$ cat src/inc/cssel_pkg.sv
/*
  Package of constants and types for the card supply class selector.
  Assumes a single 10 MHz clock domain and an external ATR parser that reports
  per-attempt results as one-cycle pulses.
*/
package cssel_pkg;
  // ****************************************************
  // Class encoding
  // ****************************************************
  localparam int          CSSEL_NCLASS    = 5;
  localparam logic [4:0]  CSSEL_CLS_A     = 5'h01;
  localparam logic [4:0]  CSSEL_CLS_B     = 5'h02;
  localparam logic [4:0]  CSSEL_CLS_C     = 5'h04;
  localparam logic [4:0]  CSSEL_CLS_NONE  = 5'h00;
  localparam logic [1:0]  CSSEL_RETRY_MAX = 2'h3;
  // ****************************************************
  // Default budgets in units of 0.1 mA
  // ****************************************************
  localparam logic [9:0]  CSSEL_BUD_A     = 10'h064;
  localparam logic [9:0]  CSSEL_BUD_B     = 10'h04B;
  localparam logic [9:0]  CSSEL_BUD_C     = 10'h032;
  localparam logic [9:0]  CSSEL_BUD_RST   = 10'h000;

  typedef enum logic [2:0] {
    CSSEL_IDLE, CSSEL_ACT, CSSEL_WAIT, CSSEL_DEACT, CSSEL_READY, CSSEL_REJECT
  } cssel_state_e;
endpackage

$ cat src/inc/cssel_if.sv
/*
  Interface carrying the class stepping request between the sequencer and
  its class picker. Assumes both ends share one clock.
*/
`timescale 1ns/10ps
`default_nettype none
interface cssel_if;
  logic [4:0] cur;     // Current one-hot class
  logic [4:0] allowed; // Classes the next pick may use
  logic [4:0] pick;    // Lowest allowed class above or at floor
  logic       up;      // Pick strictly above cur
  modport seq (output cur, output allowed, output up, input pick);
  modport pkr (input cur, input allowed, input up, output pick);
endinterface
`default_nettype wire

$ cat src/hdl/cssel_pick.sv
/*
  Class picker: lowest allowed one-hot class, optionally strictly above the
  current class. Assumes the interface is driven by the sequencer.
*/
`timescale 1ns/10ps
`default_nettype none
module cssel_pick
  import cssel_pkg::*;
(
  // Request
  cssel_if.pkr p
);
  // ****************************************************
  // Priority search from the lowest class upward
  // ****************************************************
  always_comb begin
    logic above;
    above  = 1'b0;
    p.pick = CSSEL_CLS_NONE;
    for (int k = 0; k < CSSEL_NCLASS; k++) begin
      if (p.allowed[k] && (above || !p.up) && (p.pick == CSSEL_CLS_NONE)) begin
        p.pick[k] = 1'b1;
      end
      if (p.cur[k]) begin
        above = 1'b1;
      end
    end
  end
endmodule // cssel_pick
`default_nettype wire

$ cat src/hdl/cssel_top.sv
/*
  Card supply class selector: steps the supply class during activation,
  reacts to ATR results and records the application power budget.
  Assumes the contact sequencer reports deactivation done/ATR outcome pulses
  and an ATR parser hands over the TAi class bits.
*/
`timescale 1ns/10ps
`default_nettype none
module cssel_top
  import cssel_pkg::*;
(
  // Clock and reset
  input  wire logic        i_mclk,
  input  wire logic        i_resetn,
  // Control
  input  wire logic        i_start,
  input  wire logic [4:0]  i_term_classes,
  input  wire logic        i_allow_step_up,
  // Contact sequencer
  input  wire logic        i_deact_done,
  // ATR outcome pulses
  input  wire logic        i_atr_none,
  input  wire logic        i_atr_corrupt,
  input  wire logic        i_atr_ok,
  input  wire logic        i_atr_cls_valid,
  input  wire logic [4:0]  i_atr_cls,
  // Application power indication
  input  wire logic        i_pwr_valid,
  input  wire logic        i_pwr_none,
  input  wire logic [9:0]  i_pwr_value,
  // Outputs
  output logic             o_activate,
  output logic             o_deactivate,
  output logic [4:0]       o_class,
  output logic             o_busy,
  output logic             o_ready,
  output logic             o_rejected,
  output logic [9:0]       o_app_budget,
  output logic             o_budget_valid
);
  // ****************************************************
  // State
  // ****************************************************
  // One packed record keeps every piece of state in a single register,
  // so the whole sequencer moves on one edge and resets as one word
  typedef struct packed {
    cssel_state_e st;
    logic [4:0]   cls;
    logic [4:0]   card_cls;
    logic [1:0]   corrupt_cnt;
    logic         stepped;   // Corruption step-up already used
    logic         first;     // Still at first class, or moved on only by a silent-card step
    logic [4:0]   next_cls;  // Class for the coming activation
    logic         act;
    logic         deact;
    logic         rejected;
    logic [9:0]   budget;
    logic         bud_val;
  } cssel_s;

  cssel_s cur_ff;
  cssel_s nxt_cur;
  cssel_if pif ();

  cssel_pick u_pick (
    .p (pif.pkr)
  );

  // Picker request; up when stepping after no ATR or corruption
  always_comb begin
    pif.cur     = cur_ff.cls;
    pif.up      = (cur_ff.cls != CSSEL_CLS_NONE);
    pif.allowed = i_term_classes;
    if (cur_ff.st == CSSEL_WAIT && i_atr_ok && i_atr_cls_valid) begin
      pif.up      = 1'b0;
      pif.allowed = i_term_classes & i_atr_cls;
    end
  end

  // ****************************************************
  // Sequencer
  // ****************************************************
  always_comb begin
    logic [4:0] nxt_up;
    logic [4:0] adj_up;
    // Next higher means the class right above the applied one; a gap in
    // the terminal's classes ends the search instead of skipping a class,
    // which keeps both the silent-card and the corruption retries honest
    adj_up  = {cur_ff.cls[3:0], 1'b0};
    nxt_up  = (pif.pick == adj_up) ? pif.pick : CSSEL_CLS_NONE;
    nxt_cur = cur_ff;
    nxt_cur.act   = 1'b0;
    nxt_cur.deact = 1'b0;
    unique case (cur_ff.st)
      CSSEL_IDLE: begin
        // A start clears every leftover of the previous card except card_cls
        if (i_start) begin
          nxt_cur.cls         = CSSEL_CLS_NONE;
          nxt_cur.corrupt_cnt = 2'h0;
          nxt_cur.stepped     = 1'b0;
          nxt_cur.first       = 1'b1;
          nxt_cur.rejected    = 1'b0;
          nxt_cur.bud_val     = 1'b0;
          nxt_cur.budget      = CSSEL_BUD_RST;
          nxt_cur.next_cls    = CSSEL_CLS_NONE;
          nxt_cur.st          = CSSEL_ACT;
        end
      end
      CSSEL_ACT: begin
        // Cls none means first try: picker gives lowest terminal class
        if (cur_ff.cls == CSSEL_CLS_NONE) begin
          nxt_cur.cls = pif.pick;
        end else begin
          nxt_cur.cls = cur_ff.next_cls;
        end
        if ((cur_ff.cls == CSSEL_CLS_NONE ? pif.pick : cur_ff.next_cls) == CSSEL_CLS_NONE) begin
          nxt_cur.st = CSSEL_REJECT;
        end else begin
          nxt_cur.act = 1'b1;
          nxt_cur.st  = CSSEL_WAIT;
        end
      end
      CSSEL_WAIT: begin
        // Outcome pulses are exclusive; silence wins if a card misbehaves
        if (i_atr_none) begin
          // No answer: the adjacent higher class, if the terminal has it
          nxt_cur.next_cls = nxt_up;
          nxt_cur.corrupt_cnt = 2'h0;
          nxt_cur.deact = 1'b1;
          nxt_cur.st    = (nxt_up == CSSEL_CLS_NONE) ? CSSEL_REJECT : CSSEL_DEACT;
        end else if (i_atr_corrupt) begin
          // Repeats stay at the applied class, so the class check
          // still runs when one of them finally brings a clean answer
          nxt_cur.deact = 1'b1;
          if (cur_ff.corrupt_cnt + 2'h1 < CSSEL_RETRY_MAX) begin
            nxt_cur.corrupt_cnt = cur_ff.corrupt_cnt + 2'h1;
            nxt_cur.next_cls    = cur_ff.cls;
            nxt_cur.st          = CSSEL_DEACT;
          end else if (i_allow_step_up && !cur_ff.stepped && nxt_up != CSSEL_CLS_NONE) begin
            // Only the adjacent class survives the filter above
            nxt_cur.corrupt_cnt = 2'h0;
            nxt_cur.first       = 1'b0;
            nxt_cur.stepped     = 1'b1;
            nxt_cur.next_cls    = nxt_up;
            nxt_cur.st          = CSSEL_DEACT;
          end else begin
            nxt_cur.st = CSSEL_REJECT;
          end
        end else if (i_atr_ok) begin
          nxt_cur.corrupt_cnt = 2'h0;
          // Parse class bits before keeping the class
          // While first is set, class bits that leave out the applied class force a new
          // activation at the lowest class both support, or a reject if none; later answers are taken as they come
          if (cur_ff.first && i_atr_cls_valid &&
              ((i_atr_cls & cur_ff.cls) == CSSEL_CLS_NONE)) begin
            nxt_cur.card_cls = i_atr_cls;
            nxt_cur.first    = 1'b0;
            nxt_cur.deact    = 1'b1;
            nxt_cur.next_cls = pif.pick;
            nxt_cur.st       = (pif.pick == CSSEL_CLS_NONE) ? CSSEL_REJECT : CSSEL_DEACT;
          end else begin
            nxt_cur.card_cls = i_atr_cls_valid ? i_atr_cls : cur_ff.cls;
            nxt_cur.st       = CSSEL_READY;
          end
        end
      end
      CSSEL_DEACT: begin
        // Nothing else runs until switching is finished
        if (i_deact_done) begin
          nxt_cur.st = CSSEL_ACT;
        end
      end
      CSSEL_READY: begin
        // A figure from the card wins over the default of the class
        if (i_pwr_valid) begin
          nxt_cur.budget  = i_pwr_value;
          nxt_cur.bud_val = 1'b1;
        end else if (i_pwr_none) begin
          nxt_cur.bud_val = 1'b1;
          unique case (cur_ff.cls)
            CSSEL_CLS_A: nxt_cur.budget = CSSEL_BUD_A;
            CSSEL_CLS_B: nxt_cur.budget = CSSEL_BUD_B;
            CSSEL_CLS_C: nxt_cur.budget = CSSEL_BUD_C;
            default:     nxt_cur.budget = CSSEL_BUD_RST;
          endcase
        end
        if (i_start) begin
          nxt_cur.st = CSSEL_IDLE;
        end
      end
      CSSEL_REJECT: begin
        // Sticky until the next sequence is started
        nxt_cur.rejected = 1'b1;
        if (i_start) begin
          nxt_cur.st = CSSEL_IDLE;
        end
      end
      default: nxt_cur.st = CSSEL_IDLE;
    endcase
  end

  // ****************************************************
  // Registers
  // ****************************************************
  // Reset loads constants only; no input reaches the reset branch
  always_ff @(posedge i_mclk or negedge i_resetn) begin
    if (!i_resetn) begin
      cur_ff <= '{st: CSSEL_IDLE, cls: CSSEL_CLS_NONE, card_cls: CSSEL_CLS_NONE,
                  corrupt_cnt: 2'h0, stepped: 1'b0, first: 1'b0, next_cls: CSSEL_CLS_NONE,
                  act: 1'b0, deact: 1'b0, rejected: 1'b0, budget: CSSEL_BUD_RST, bud_val: 1'b0};
    end else begin
      cur_ff <= nxt_cur;
    end
  end

  // Outputs straight from state
  // Busy covers ACT, WAIT and DEACT; the deactivate pulse into REJECT falls outside it
  assign o_activate     = cur_ff.act;
  assign o_deactivate   = cur_ff.deact;
  assign o_class        = cur_ff.cls;
  assign o_busy         = (cur_ff.st != CSSEL_IDLE) && (cur_ff.st != CSSEL_READY) && (cur_ff.st != CSSEL_REJECT);
  assign o_ready        = (cur_ff.st == CSSEL_READY);
  assign o_rejected     = cur_ff.rejected;
  assign o_app_budget   = cur_ff.budget;
  assign o_budget_valid = cur_ff.bud_val;
endmodule // cssel_top
`default_nettype wire

$ cat config.mk
export PLATFORM = sky130hd
export DESIGN_NAME = cssel_top
export DESIGN_NICKNAME = d
export VERILOG_FILES = /design/src/inc/cssel_pkg.sv /design/src/inc/cssel_if.sv /design/src/hdl/cssel_pick.sv /design/src/hdl/cssel_top.sv
export SDC_FILE = /design/constraint.sdc
export NUM_CORES = 1
export LEC_CHECK = 0
export BUFFER_PORTS_ARGS = -buffer_cell sky130_fd_sc_hd__buf_2
export CAP_MARGIN = 20
export CORE_ASPECT_RATIO = 0.5
export CORE_MARGIN = 2
export CORE_UTILIZATION = 54
export CTS_CLUSTER_DIAMETER = 80
export DETAILED_ROUTE_END_ITERATION = 7
export PLACE_DENSITY = 0.89
export SLEW_MARGIN = 20
export SYNTH_ARGS = -nofsm -noshare
export SYNTH_HDL_FRONTEND = slang
export SYNTH_SLANG_ARGS = --single-unit
export TNS_END_PERCENT = 5
$ cat constraint.sdc
create_clock -name i_mclk -period 3.2 [get_ports i_mclk]
set_input_delay 0.16 -clock i_mclk [delete_from_list [all_inputs] [get_ports i_mclk]]
set_output_delay 0.16 -clock i_mclk [all_outputs]
set_load 0.01 [all_outputs]
==> metrics.yaml <==
status: "finished clean"
nFillCells: 337
antenna_found_initial: 0
final_hold_viol_count: 0
synth_seq_cells: 31
fin_crit_ns: 2.94
yosysSeqAreaShare_pct: 34.0
pre_cts_slack_ns: 0.323
synth_xor_xnor_area_share_pct: 0.384
startpoint_type: "flip-flop"
cpPeakStageDelay_ns: 0.56
placed_cells: 350
crit_required_ns: 3.36
holdCritPathClass: "primary input to flip-flop"
layout.nets: 335
area_growth_pct: 15.0
layout_commonest_cell: "buf_2"
clock.fmax_ghz: 0.341
max_cap_violations: 0
cts_tree: "built"
cp_max_fo: 7
final_cells: 359
synth-simple-area-share_pct: 25.0
finalWorstSetupSlack_ns: 0.265
holdPathStages: 2
grt-ovfl-total: 0
core_um2: 3980
start_util_pct: 57.2
via_per_inst: 6.18
cpMaxStageDelayCell: "or3b_1"
drc: 0
grt_pass1_wl_um: 9750
cts_max_path_buffers: 2
track_usage_pct: 26.6
clkLatencyLatePin_ns: 0.28
r2r_slack_ns: 0.26
slew_headroom_pct: 32.3
path_class: "flip-flop to flip-flop"
synthFlopType: "dfrtp_1"
drv_slew: 0
routedWlPerCell_um: 17.2
worstMarginPinSlew_ns: 1.01
finalCritPeriodShare_pct: 91.7
hp-start: "i_pwr_value[9]"
path_cells: "or3b_1 > o31ai_4 > o22ai_2 > nor4b_4 > a21oi_2 > nor3_4 > o21ai_2 > mux2_1"
die_h_um: 49.9
dieArea_um2: 4790
num_rows: 16
path_clk_slew_ns: 0.07
htreeDepth: 2
die_w_um: 95.9
p_leak_nw: 1.21
synth-edff-count: 0
antenna_left: 0
cpLargestDelayFamily: "simple AND/OR/NAND/NOR gates"
pin_count: 52
synthesis.area_um2: 2280
firstDrtPassIters: 5
setup_viol: 0
routed_wl_um: 6170
n_antenna_cell: 0
synth_nets: 296
fin_area_um2: 2620
grt_max_degree: 32
portBuffers: 51
setup_tns_ns: 0
cts_made_buffers: 5
clock-root-buffer: "clkbuf_8"
regArea_um2: 776
grt_setup_unrepaired: "no"
post_cts_resized: 0
rr_endpoint: "cur_ff[14]"
worst-endpoint-arrival_ns: 3.10
layout.cells.most_common_list: "51 x buf_2, 31 x dfrtp_1, 29 x nor2_1, 26 x nand2_1, 14 x o21ai_0"
reg2reg_depth: 8
async_reset_ff_share_pct: 100
clock_sinks: 31
min_to: "o_app_budget[9]"
synth_top_family_by_area: "compound AO/OA/AOI/OAI gates"
ys_types: 63
post_cts_buffers: 0
cp-end-kind: "flip-flop"
power_density_nw_per_um2: 949
synthAdderAreaFrac_pct: 0
dpl.hpwl_um: 4700
reg2reg_from: "cur_ff[35]"
drive_gt1_share_pct: 28.5
vias: 2220
path_buf_inv: 0
fin_hold_ws_ns: 0.110
gp_congestion: 1.03
first_global_vias: 2026
synth-compound-area-share_pct: 29.2
place_area_um2: 2490
synthMuxAreaShare_pct: 2.36
synth_area_per_cell_um2: 8.60
netlist_instances: 265
multiInputGateArea_um2: 1300
drtIter0Drc: 308
ir_drop_mv: 0.328
yosysWarningCount: 0
finClkSkew_ns: 0.00622
synth_stat cells, types with 3 or more instances:
cell | count | area (um2)
dfrtp_1 | 31 | 776
nor2_1 | 29 | 109
nand2_1 | 26 | 97.6
buf_4 | 15 | 113
o21ai_0 | 14 | 70.1
a21oi_1 | 10 | 50.1
a22o_1 | 10 | 87.6
inv_1 | 10 | 37.5
nand3_1 | 8 | 40.0
clkbuf_1 | 7 | 26.3
nor3_1 | 7 | 35.0
buf_2 | 6 | 30.0
nand2b_1 | 5 | 31.3
nor4_1 | 5 | 31.3
o22ai_1 | 5 | 31.3
o211ai_1 | 4 | 30.0
a21o_1 | 3 | 22.5
a22oi_1 | 3 | 22.5
mux2_1 | 3 | 33.8
nor2b_1 | 3 | 18.8
o21ai_2 | 3 | 26.3
o31ai_1 | 3 | 22.5
routing by layer:
metal	GRT usage [%]	up-vias	wire length (um)
met1	37.5	1045	2780
met3	8.56	13	653
met4	7.62	0	72
met2	38.8	119	2660
met5	0	-	0
li1	-	1043	-
how the worst max path moves through the flow:
stage | start | endpoint | slack, ns | cells past startpoint
finish | cur_ff[35] | cur_ff[14] | 0.26 | 8
global route | cur_ff[33] | cur_ff[14] | 0.08 | 9
CTS | cur_ff[35] | cur_ff[14] | 0.28 | 8
detailed placement | cur_ff[35] | cur_ff[14] | 0.32 | 8
global placement | o_class[1] | cur_ff[17] | 0.35 | 8
floorplan | cur_ff[33] | cur_ff[14] | 0.53 | 10
registers in the layout, indices dropped and copies added, names as in the netlist:
| signal | cells |
|---|---|
| cur_ff | 12 |
| o_activate | 1 |
| o_app_budget | 10 |
| o_budget_valid | 1 |
| o_class | 5 |
| o_deactivate | 1 |
| o_rejected | 1 |
final cells by class:
| cell class | instances | share of cell area, % |
|---|---|---|
| clock buffers | 6 | 3.15 |
| clock inverters | 2 | 1.34 |
| flip-flops and latches | 31 | 29.6 |
| inverters | 10 | 1.43 |
| multi-input cells | 196 | 49.5 |
| repair buffers | 60 | 12.4 |
| well taps | 54 | 2.58 |
power breakdown:
group	internal, mW	switching (mW)
Combinational	0.569	0.885
Clock	0.252	0.147
Sequential	0.514	0.121
metrics by stage:
step / utilization, % / power, mW
6_report: 65.8 / 2.49
5_1_grt: 65.8 / 2.65
4_1_cts: 65.8 / 2.46
3_5_place_dp: 62.6 / 2.06
3_3_place_gp: 62.6 / 2.03
2_1_floorplan: - / 1.73
timing repair:
item                       CTS  global route
setup endpoints to repair    0             0
hold buffers                 1             0
hold endpoints to repair    31             0
cells by family after synthesis:
group / Yosys count
buffers and inverters: 38
DFF: 31
xor gates and xnor gates: 1
and+or+nand+nor: 106
AOI/OAI and AO/OA: 84
muxes: 5
Note: power is estimated with default switching activity, not from simulation.
